$ cat src/hw/slpcg_cfg.svh
// slpcg_cfg.svh: offsets, field positions, reset values of the sleep and gating block
// assumes: included by bare name wherever these constants are needed
`ifndef SLPCG_CFG_SVH
`define SLPCG_CFG_SVH

// ==========================================================================
// register offsets (byte addresses on the plain port)
`define SLPCG_OFS_SLEEP_CONTROL 8'h53
`define SLPCG_OFS_GATE_A        8'h64
`define SLPCG_OFS_GATE_B        8'h65

// ==========================================================================
// reset values and writable-bit masks
`define SLPCG_RST_SLEEP_CONTROL 8'h00
`define SLPCG_RST_GATE_A        8'h00
`define SLPCG_RST_GATE_B        8'h00
`define SLPCG_RST_RDATA         8'h00
`define SLPCG_RST_GO            1'b0
`define SLPCG_MASK_SLEEP_CONTROL 8'h0F
`define SLPCG_MASK_GATE_A       8'hEF
`define SLPCG_MASK_GATE_B       8'h2E

// ==========================================================================
// field positions
`define SLPCG_BIT_SLEEP_ALLOW   0
`define SLPCG_BIT_KIND_LO       1
`define SLPCG_BIT_KIND_HI       3
`define SLPCG_BIT_CONVERTER     0
`define SLPCG_BIT_SERIAL0       1
`define SLPCG_BIT_SYNC_PORT     2
`define SLPCG_BIT_TIMER1        3
`define SLPCG_BIT_TIMER0        5
`define SLPCG_BIT_TIMER2        6
`define SLPCG_BIT_TWO_WIRE      7
`define SLPCG_BIT_PIN_CHANGE    1
`define SLPCG_BIT_FLASH_IF      2
`define SLPCG_BIT_TIMER3        3
`define SLPCG_BIT_WATCHDOG      5

`endif

$ cat src/hw/slpcg_pkg.sv
// slpcg_pkg: types of the sleep select and clock gating block
// assumes: constants come from slpcg_cfg.svh
package slpcg_pkg;

    // ======================================================================
    // sleep kinds, encoded as the three-bit select field
    typedef enum logic [2:0] {
        SLPCG_IDLE       = 3'b000,
        SLPCG_NOISE_RED  = 3'b001,
        SLPCG_SAVE       = 3'b010,
        SLPCG_DEEP_NOOSC = 3'b011,
        SLPCG_DEEP_OSC   = 3'b110,
        SLPCG_CORE_OFF   = 3'b111
    } slpcg_kind_t;

    // ======================================================================
    // register port request
    typedef struct packed {
        logic [7:0] addr;
        logic [7:0] wdata;
        logic       wr;
        logic       rd;
    } slpcg_req_t;

    // ======================================================================
    // sleep request towards the power manager
    typedef struct packed {
        logic       go;
        logic [2:0] kind;
        logic       deep_down_with_osc;
        logic       deep_down_no_osc;
        logic       core_off_down;
        logic       reserved_kind;
    } slpcg_sleep_t;

    // ======================================================================
    // per-module clock enables, 1 = clock running
    typedef struct packed {
        logic converter;
        logic serial0;
        logic sync_port;
        logic timer0;
        logic timer1;
        logic timer2;
        logic timer3;
        logic two_wire;
        logic pin_change;
        logic flash_if;
        logic watchdog;
    } slpcg_clken_t;

endpackage

$ cat src/hw/slpcg_top.sv
// slpcg_top: sleep control register and two module clock gating registers
// assumes: core drives the plain register port and pulses i_sleep_instr on sleep;
// each module clock is gated by an integrated latch-based cell fed from o_clken
//
// The address-and-strobe port was left to the implementer.
`include "slpcg_cfg.svh"

module slpcg_top #(
    parameter int unsigned REG_W     = 8,  // register and data bus width
    parameter int unsigned NUM_CLKEN = 11  // number of gated module clocks
) (
    input  wire logic                  i_ref_clk,
    input  wire logic                  i_resetn,
    input  wire slpcg_pkg::slpcg_req_t i_req,
    input  wire logic                  i_sleep_instr,
    output logic [7:0]                 o_rdata,
    output slpcg_pkg::slpcg_sleep_t    o_sleep,
    output slpcg_pkg::slpcg_clken_t    o_clken
);

    // ======================================================================
    // timing at the ports
    // a write lands at the edge that sees its strobe, so the sleep and
    // enable outputs follow right after that edge; read data stand only
    // in the cycle after the read strobe; the sleep request is a pulse
    // one cycle after the instruction

    // ======================================================================
    // elaboration checks
    // port structs, masks and field positions are fixed at these sizes;
    // other values would misalign fields silently, so refuse them
    if (REG_W != 8) begin : g_bad_reg_w
        $error("slpcg_top: REG_W must be 8");
    end

    if (NUM_CLKEN != $bits(slpcg_pkg::slpcg_clken_t)) begin : g_bad_num_clken
        $error("slpcg_top: NUM_CLKEN must match the enable struct");
    end

    if (`SLPCG_BIT_KIND_HI - `SLPCG_BIT_KIND_LO != 2) begin : g_bad_kind_field
        $error("slpcg_top: select field must be three bits wide");
    end

    // reset values must not set bits that a write could never set
    if ((`SLPCG_RST_SLEEP_CONTROL & ~`SLPCG_MASK_SLEEP_CONTROL) != 8'h00) begin : g_bad_rst_sc
        $error("slpcg_top: sleep control reset sets a reserved bit");
    end

    if ((`SLPCG_RST_GATE_A & ~`SLPCG_MASK_GATE_A) != 8'h00) begin : g_bad_rst_ga
        $error("slpcg_top: gating register a reset sets a reserved bit");
    end

    if ((`SLPCG_RST_GATE_B & ~`SLPCG_MASK_GATE_B) != 8'h00) begin : g_bad_rst_gb
        $error("slpcg_top: gating register b reset sets a reserved bit");
    end

    // ======================================================================
    // register state and next values
    logic [REG_W-1:0] sleep_control;            // allow bit and select field
    logic [REG_W-1:0] module_clock_gate_a;      // first gating register
    logic [REG_W-1:0] module_clock_gate_b;      // second gating register
    logic [REG_W-1:0] next_sleep_control;
    logic [REG_W-1:0] next_module_clock_gate_a;
    logic [REG_W-1:0] next_module_clock_gate_b;
    logic [7:0]       next_rdata;
    logic             go;                       // registered sleep request
    logic             next_go;

    // ======================================================================
    // address decode of the plain register port
    logic             hit_sleep_control;
    logic             hit_gate_a;
    logic             hit_gate_b;
    logic             wr_sleep_control;
    logic             wr_gate_a;
    logic             wr_gate_b;

    // one comparator per register
    assign hit_sleep_control = (i_req.addr == `SLPCG_OFS_SLEEP_CONTROL);
    assign hit_gate_a        = (i_req.addr == `SLPCG_OFS_GATE_A);
    assign hit_gate_b        = (i_req.addr == `SLPCG_OFS_GATE_B);

    // qualified write strobes; unmapped addresses change nothing
    assign wr_sleep_control  = i_req.wr & hit_sleep_control;
    assign wr_gate_a         = i_req.wr & hit_gate_a;
    assign wr_gate_b         = i_req.wr & hit_gate_b;

    // ======================================================================
    // sleep control register
    // reserved upper bits are masked on write and so always read zero
    always_comb begin
        next_sleep_control = sleep_control;
        if (wr_sleep_control) begin
            next_sleep_control = i_req.wdata & `SLPCG_MASK_SLEEP_CONTROL;
        end
    end

    // sleep control flops
    always_ff @(posedge i_ref_clk or negedge i_resetn) begin
        if (!i_resetn) begin
            sleep_control <= `SLPCG_RST_SLEEP_CONTROL;
        end else begin
            sleep_control <= next_sleep_control;
        end
    end

    // ======================================================================
    // first gating register
    // reserved bit 4 is masked on write and so always reads zero
    always_comb begin
        next_module_clock_gate_a = module_clock_gate_a;
        if (wr_gate_a) begin
            next_module_clock_gate_a = i_req.wdata & `SLPCG_MASK_GATE_A;
        end
    end

    // first gating register flops
    always_ff @(posedge i_ref_clk or negedge i_resetn) begin
        if (!i_resetn) begin
            module_clock_gate_a <= `SLPCG_RST_GATE_A;
        end else begin
            module_clock_gate_a <= next_module_clock_gate_a;
        end
    end

    // ======================================================================
    // second gating register
    // only bits 1, 2, 3 and 5 are writable, the rest read zero
    always_comb begin
        next_module_clock_gate_b = module_clock_gate_b;
        if (wr_gate_b) begin
            next_module_clock_gate_b = i_req.wdata & `SLPCG_MASK_GATE_B;
        end
    end

    // second gating register flops
    always_ff @(posedge i_ref_clk or negedge i_resetn) begin
        if (!i_resetn) begin
            module_clock_gate_b <= `SLPCG_RST_GATE_B;
        end else begin
            module_clock_gate_b <= next_module_clock_gate_b;
        end
    end

    // ======================================================================
    // read data
    // zero outside the cycle after a read strobe, so data stand one cycle
    always_comb begin
        next_rdata = `SLPCG_RST_RDATA;
        if (i_req.rd) begin
            case (i_req.addr)
                `SLPCG_OFS_SLEEP_CONTROL: next_rdata = sleep_control;
                `SLPCG_OFS_GATE_A:        next_rdata = module_clock_gate_a;
                `SLPCG_OFS_GATE_B:        next_rdata = module_clock_gate_b;
                default:                  next_rdata = `SLPCG_RST_RDATA;
            endcase
        end
    end

    // read data flops
    always_ff @(posedge i_ref_clk or negedge i_resetn) begin
        if (!i_resetn) begin
            o_rdata <= `SLPCG_RST_RDATA;
        end else begin
            o_rdata <= next_rdata;
        end
    end

    // ======================================================================
    // sleep request
    // the allow bit as it stood before any same-cycle write decides;
    // the request never clears the allow bit, software has to
    always_comb begin
        next_go = i_sleep_instr & sleep_control[`SLPCG_BIT_SLEEP_ALLOW];
    end

    // sleep request flop, a one-cycle pulse
    always_ff @(posedge i_ref_clk or negedge i_resetn) begin
        if (!i_resetn) begin
            go <= `SLPCG_RST_GO;
        end else begin
            go <= next_go;
        end
    end

    // ======================================================================
    // sleep kind decode
    // reserved codes are flagged but the request still goes out
    logic [2:0]       kind;
    logic             deep_with_osc;
    logic             deep_no_osc;
    logic             core_off;
    logic             reserved_kind;

    assign kind = sleep_control[`SLPCG_BIT_KIND_HI:`SLPCG_BIT_KIND_LO];

    // one flag per power-down kind, reserved codes by default
    always_comb begin
        deep_with_osc = 1'b0;
        deep_no_osc   = 1'b0;
        core_off      = 1'b0;
        reserved_kind = 1'b0;
        case (kind)
            slpcg_pkg::SLPCG_IDLE,
            slpcg_pkg::SLPCG_NOISE_RED,
            slpcg_pkg::SLPCG_SAVE: begin
                reserved_kind = 1'b0; // clocked kinds need no extra flag
            end
            slpcg_pkg::SLPCG_DEEP_NOOSC: begin
                deep_no_osc = 1'b1;
            end
            slpcg_pkg::SLPCG_DEEP_OSC: begin
                deep_with_osc = 1'b1;
            end
            slpcg_pkg::SLPCG_CORE_OFF: begin
                core_off = 1'b1;
            end
            default: begin
                reserved_kind = 1'b1;
            end
        endcase
    end

    // sleep request leaves as the packed struct
    always_comb begin
        o_sleep.go                 = go;
        o_sleep.kind               = kind;
        o_sleep.deep_down_with_osc = deep_with_osc;
        o_sleep.deep_down_no_osc   = deep_no_osc;
        o_sleep.core_off_down      = core_off;
        o_sleep.reserved_kind      = reserved_kind;
    end

    // ======================================================================
    // module clock enables, 1 = clock running
    logic [2*REG_W-1:0]   gate_bits; // register b above register a
    logic [NUM_CLKEN-1:0] run_vec;   // enables in struct bit order

    // gating bit behind each enable, from the struct's low end upwards
    localparam int unsigned CLKEN_SRC [NUM_CLKEN] = '{
        `SLPCG_BIT_WATCHDOG   + REG_W, // watchdog counter
        `SLPCG_BIT_FLASH_IF   + REG_W, // flash interface
        `SLPCG_BIT_PIN_CHANGE + REG_W, // pin change logic
        `SLPCG_BIT_TWO_WIRE,           // two-wire port
        `SLPCG_BIT_TIMER3     + REG_W, // timer 3
        `SLPCG_BIT_TIMER2,             // timer 2
        `SLPCG_BIT_TIMER1,             // timer 1
        `SLPCG_BIT_TIMER0,             // timer 0
        `SLPCG_BIT_SYNC_PORT,          // synchronous serial port
        `SLPCG_BIT_SERIAL0,            // serial port 0
        `SLPCG_BIT_CONVERTER           // converter controller
    };

    // writable bits of both gating registers side by side
    localparam logic [2*REG_W-1:0] GATE_MASK = {`SLPCG_MASK_GATE_B, `SLPCG_MASK_GATE_A};

    assign gate_bits = {module_clock_gate_b, module_clock_gate_a};

    // one enable per gated module; a set bit stops the edges only, the
    // module keeps its state and runs again from the next edge once cleared
    for (genvar e = 0; e < NUM_CLKEN; e++) begin : g_clken
        if (!GATE_MASK[CLKEN_SRC[e]]) begin : g_bad_src
            $error("slpcg_top: enable mapped to a reserved gating bit");
        end
        assign run_vec[e] = ~gate_bits[CLKEN_SRC[e]];
    end

    // enables leave as the packed struct, converter at the top
    assign o_clken = slpcg_pkg::slpcg_clken_t'(run_vec);

endmodule // slpcg_top
$ cat config.mk
export PLATFORM = sky130hd
export DESIGN_NAME = slpcg_top
export DESIGN_NICKNAME = d
export VERILOG_FILES = /design/src/hw/slpcg_pkg.sv /design/src/hw/slpcg_top.sv
export VERILOG_INCLUDE_DIRS = /design/src /design/src/hw
export SDC_FILE = /design/constraint.sdc
export NUM_CORES = 1
export LEC_CHECK = 0
export ABC_AREA = 1
export BUFFER_PORTS_ARGS = -buffer_cell sky130_fd_sc_hd__buf_4
export CAP_MARGIN = 10
export CORE_AREA = 2 2 81 44
export DETAILED_ROUTE_END_ITERATION = 12
export DIE_AREA = 0 0 83 46
export PLACE_DENSITY = 0.7
export SLEW_MARGIN = 10
export SYNTH_ARGS = -nofsm -noshare
export SYNTH_HDL_FRONTEND = slang
export SYNTH_SLANG_ARGS = --single-unit
$ cat constraint.sdc
create_clock -name i_ref_clk -period 0.94 [get_ports i_ref_clk]
set_input_delay 0.094 -clock i_ref_clk [delete_from_list [all_inputs] [get_ports i_ref_clk]]
set_output_delay 0.094 -clock i_ref_clk [all_outputs]
set_load 0.01 [all_outputs]
==> run metrics, run 1 <==
# port buffers=45; initial antenna violation count=0; NetSw=0.549 mW; TritonCTS Sinks=23; total die area=3820 µm²; pwr/cell area=1180 nW/µm²; Startpoint Class=flip-flop; Cell Area, Synth=1200 µm²; final worst setup slack=-0.138 ns; mux cell area share after synthesis=0%; failing checks=negative setup slack; Adder-Cell Fraction of Synth Area=0%; Max Cap Viol=0; Reg power frac=50.4%; depth of the CTS H-tree=1; Via Count=1,084; fmax=928 MHz; Mapped Nets=167; register clock-pin slew on the reported worst setup and hold paths=0.08 ns; Placement Cell Area=1560 µm²; clock root buffer=clkbuf_8; diodes inserted=0; iteration count of the initial detailed-routing pass=4; Starting DRT DRC Count=36; total grt overflow=0; Yosys reg bits=23; Cell variety after synth=20; wire length per cell=11.4 µm; internal reg-to-reg setup slack=-0.02 ns; Worst Reg2Reg Path Length in Cells=5; largest net degree at the start of global routing=24; hpwl dp=2.05 mm; worst r2r src=sleep_control[2]$_DFFE_PN0P_; crit-path max FO=4; crit path from=sleep_control[1]$_DFFE_PN0P_; Min Clock Period, post-route=1.08 ns; fraction of layout cells with a size suffix above 1=52.2%; final WL=2.87 mm; critical path class=flip-flop to primary output; DRC=0; Worst Path Required=0.85 ns; RSZ-0062 raised after global routing=yes; combinational family with the most area after synthesis=simple AND/OR/NAND/NOR gates; Min-Delay Path Class=input pin to flip-flop; Starting Density=37.5%; die width=83 µm; endpoints failing hold=0; # rows=15; Core Area=3210 µm²; sequential fraction of the synthesis area=47.9%; Post-Synth Simple-Gate Area=31.1%; YS warnings=0; Worst EP arrival=0.98 ns; WHS Path Cells=3; post-layout util=56.2%; Max clock buf depth=2; P_leak=0.985 nW; most common cell after layout, fill and taps aside=buf_4; worst skew pair latency=0.26 ns; CP max stage delay=0.42 ns; DRT antenna net count=0; Internal Power=1.58 mW; Final Setup Violations=8; CTS tree=done; routability congestion estimate=0.859; post-synthesis cell count=146; hold wc startpoint=i_sleep_instr; Avg Inst Size Synth=8.24 µm²; Setup Skew=0.00163 ns; Top Ports=48; commonest non-fill, non-tap cells in the layout=buf_4 (59), nand2_1 (29), dfrtp_1 (22); Slowest-stage cell, CP=dfrtp_1; Sw Ratio=25.9%; Final period util=115%; P&R area growth vs syn=49.9%; worst path cell trace=nand2_2, nor2_1, buf_4; Fillers=293; Synth Area in Compound Gates=6.35%; post-DR vias/cell=4.32; vias in the first global route=971; first-pass GRT wire length=4.53 mm; WHS=0.0182 ns; outcome=finished, violations left; clock share of power=29.1%; Max VDD drop=0.000515 V; Comb pwr share=20.5%; Nets=231; DIE HEIGHT=46 µm; xor/xnor share of the synthesized area=0%; Total GRT Usage=15.6%; max-slew violations=0; design area=1800 µm²; crit path capture type=primary output; clock buffer count from CTS=3
[cells by family after synthesis]
group,Yosys count
and+or+nand+nor,75
buffers and inverters,34
DFF,23
AOI/OAI and AO/OA,13
other,1
[timing repair]
action,4_1_cts,5_1_grt
gates resized for setup,15,16
hold buffers,1,0
pin swaps,0,5
setup endpoints to repair,18,20
hold endpoints to repair,23,0
setup buffers,9,7
[flip-flops by register name, summed over array words and instances (netlist names)]
register and flops:
go 1, module_clock_gate_a 7, module_clock_gate_b 4, o_rdata 7, sleep_control 4
[per-stage QoR]
stage / setup WS (ns) / power, mW / setup TNS, ns / std cells
finish: -0.138 / 2.12 / -0.798 / 251
global route: -0.205 / 2.24 / -1.43 / 251
CTS: -0.126 / 2.10 / -0.595 / 244
detailed placement: -0.119 / 1.41 / -1.42 / 230
global placement: -0.0883 / 1.41 / -1.01 / 230
floorplan: 0.0455 / 1.23 / 0 / 146
[metal layers]
metal  GRT usage, %  wire [µm]
met5              0          0
met2           22.7       1200
met4          0.984          0
met3           6.16        256
met1           22.9       1420
[path summary, 6_finish.rpt]
check | to
setup / recovery | o_sleep[1]
hold / removal | go$_DFF_PN0_
setup reg to reg | o_rdata[2]$_DFF_PN0_
hold reg to reg | go$_DFF_PN0_
max in group asynchronous | sleep_control[2]$_DFFE_PN0P_
min in group asynchronous | o_rdata[3]$_DFF_PN0_
[worst max-delay path, delay by kind of cell, from the launching register on]
| family | cells | cell delay, ns |
|---|---|---|
| buffers and inverters | 1 | 0.13 |
| flip-flops | 1 | 0.42 |
| AND/OR/NAND/NOR | 2 | 0.17 |
[layout make-up]
class	instances	area, µm²	share of cell area (%)
tap	42	52.6	2.91
inverter	24	90.1	5.00
multi-input combinational	89	484	26.9
clock buffer	4	45.0	2.50
timing repair buffer	69	554	30.7
sequential	23	577	32.0
[cell usage after synthesis]
cell type  count  area share (%)
a21oi_1        2            0.83
buf_4          9             5.6
buf_8          1             1.2
clkinv_1       1            0.31
conb_1         1            0.31
dfrtp_1       23              48
inv_1         22             6.9
inv_2          1            0.31
nand2_1       32              10
nand2_2        6             3.1
nand2_4        1            0.94
nand3_1       14             5.8
nor2_1        15             4.7
nor2_2         1            0.52
nor2_4         2             1.9
nor2_8         2             3.3
nor3_1         2            0.83
o21ai_0        4             1.7
o21ai_1        4             1.7
o21ai_2        3             2.2
[power by group through the flow]
stage | combinational [mW] | clock, mW | sequential, mW
detailed placement | 0.327 | 0 | 1.09
finish | 0.435 | 0.618 | 1.07
global route | 0.473 | 0.689 | 1.08
floorplan | 0.149 | 0 | 1.08
global placement | 0.323 | 0 | 1.08
CTS | 0.385 | 0.643 | 1.07
Power figures use the tool's default switching activity.
==> run 2: changes to the inputs <==
- CORE_AREA: 2 2 81 44 -> 2 2 45 78
- DIE_AREA: 0 0 83 46 -> 0 0 47 80
- PLACE_DENSITY: 0.7 -> 0.69
==> run 2 against run 1 <==
The run still ends with negative setup slack left. Total power grew 0.88%. First-iteration DRC count shrank 64%. Sequential power is essentially flat. Die area shrank 1.5%. Utilization grew 2.7 points. Count of clock-buffer cells in the layout is the same. Sequential share of layout area shrank 0.39 points. Hold slack gained 0.0022 ns. Via count grew 5.5%. Flip-flop and latch count is the same. Critical endpoint is now o_sleep[5]. Highest routed layer is now met4.
==> run metrics, run 2 (synthesis results as in run 1) <==
design area=1830 µm² (+1.5%); Starting Density=38.7% (+1.2 points); Worst Path Required=0.85 ns (about the same); final WL=2.88 mm (+0.17%); # rows=27 (+12); DRT antenna net count=0 (unchanged); outcome=finished, violations left; fraction of layout cells with a size suffix above 1=51.9% (-0.27 points); commonest non-fill, non-tap cells in the layout=buf_4 (59), nand2_1 (30), dfrtp_1 (21); post-layout util=58.9% (+2.7 points); Comb pwr share=21.3% (+0.8 points); Reg power frac=50.1% (-0.3 points); NetSw=0.550 mW (+0.15%); Min Clock Period, post-route=1.08 ns (+0.00153 ns); routability congestion estimate=0.860 (+0.16%); DRC=0 (unchanged); crit path capture type=primary output; Max Cap Viol=0 (unchanged); die width=47 µm (-43%); pwr/cell area=1170 nW/µm² (-0.56%); Max VDD drop=0.00109 V (+110%); Sw Ratio=25.7% (-0.19 points); final worst setup slack=-0.139 ns (-0.00153 ns); worst skew pair latency=0.26 ns (about the same); depth of the CTS H-tree=1 (unchanged); CTS tree=done; DIE HEIGHT=80 µm (+74%); WHS=0.0204 ns (+0.00224 ns); Core Area=3110 µm² (-3.2%); Startpoint Class=flip-flop; Via Count=1,144 (+5.5%); CP max stage delay=0.45 ns (+0.03 ns); most common cell after layout, fill and taps aside=buf_4; Setup Skew=0.00438 ns (+0.00275 ns); iteration count of the initial detailed-routing pass=4 (unchanged); Nets=234 (+1.3%); clock root buffer=clkbuf_8; clock share of power=28.5% (-0.6 points); Non-Filler Instances=255 (+1.6%); Starting DRT DRC Count=13 (-64%); vias in the first global route=1,141 (+18%); TritonCTS Sinks=23 (unchanged); hpwl dp=2.14 mm (+4.0%); P&R area growth vs syn=52.1%; failing checks=negative setup slack; # port buffers=45 (unchanged); Internal Power=1.59 mW (+1.1%); Critical Path Most Common Cell=buf_4; worst path cell trace=buf_4, buf_4; largest net degree at the start of global routing=24 (unchanged); max-slew violations=0 (unchanged); first-pass GRT wire length=4.73 mm (+4.4%); diodes inserted=0 (unchanged); Placement Cell Area=1560 µm² (about the same); Final period util=115% (+0.16 points); overall power=2.14 mW (+0.88%); wire length per cell=11.3 µm (-1.4%); Slowest-stage cell, CP=dfrtp_2; endpoints failing hold=0 (unchanged); Min-Delay Path Class=input pin to flip-flop; Worst EP arrival=0.99 ns (about the same); Total GRT Usage=16.8% (+1.2 points); total die area=3760 µm² (-1.5%); placed insts=231 (+0.43%); P_leak=1.00 nW (+1.5%); register clock-pin slew on the reported worst setup and hold paths=0.08 ns (about the same); fmax=927 MHz (-0.14%); Max clock buf depth=2 (unchanged); Top Ports=48 (unchanged); crit-path max FO=6 (+2); critical path class=flip-flop to primary output; top flop regs=module_clock_gate_a (7), o_rdata (7); total grt overflow=0 (unchanged); post-DR vias/cell=4.49 (+3.9%); RSZ-0062 raised after global routing=yes; Final Setup Violations=9 (+1); clock buffer count from CTS=3 (unchanged); initial antenna violation count=0 (unchanged); Fillers=289 (-1.4%)
## run 2: per-layer routing
metal	GRT usage [%]	part of all wire (%)
met3	2.04	4.3
met2	31.6	57
met1	18.5	38
met5	0	0
met4	4.17	1.3
## run 2: critical path, delay by kind of cell, from the launching register on
family                 cells  cell delay, ns
buffers and inverters      2            0.27
flip-flops                 1            0.45
## run 2: path summary, 6_finish.rpt
path,start,to,slack [ns],cells after the start
setup / recovery,sleep_control[2]$_DFFE_PN0P_,o_sleep[5],-0.14,2
hold / removal,i_sleep_instr,go$_DFF_PN0_,0.02,3
setup reg to reg,sleep_control[2]$_DFFE_PN0P_,o_rdata[2]$_DFF_PN0_,-0.01,5
hold reg to reg,sleep_control[0]$_DFFE_PN0P_,go$_DFF_PN0_,0.51,2
max in group asynchronous,i_resetn,sleep_control[3]$_DFFE_PN0P_,0.45,2
min in group asynchronous,i_resetn,o_rdata[1]$_DFF_PN0_,0.25,2
## run 2: final cells by class
cell class,count,area [µm²],area share [%]
clock buffer,4,45.0,2.46
inverter,24,90.1,4.92
multi-input combinational,89,474,25.9
sequential,23,578,31.6
tap,43,53.8,2.94
timing repair buffer,72,588,32.1
## run 2: repair_timing
item                       4_1_cts  5_1_grt
hold endpoints to repair        23        0
setup endpoints to repair       15       20
setup buffers                    8       11
hold buffers                     1        0
resized for setup               12       20
pin swaps                        1        3
## run 2: power groups by stage
stage,sequential [mW],clock [mW],combinational (mW)
after floorplan,1.08,0,0.149
after global placement,1.08,0,0.320
after detailed placement,1.09,0,0.329
after CTS,1.07,0.617,0.372
after global routing,1.08,0.668,0.498
final,1.07,0.612,0.457
## run 2: per-stage QoR
stage                     setup TNS [ns]  setup WS, ns
after global routing               -1.26        -0.194
after floorplan                        0        0.0455
final                             -0.789        -0.139
after CTS                         -0.698        -0.139
after detailed placement           -1.68        -0.126
after global placement            -0.917       -0.0671
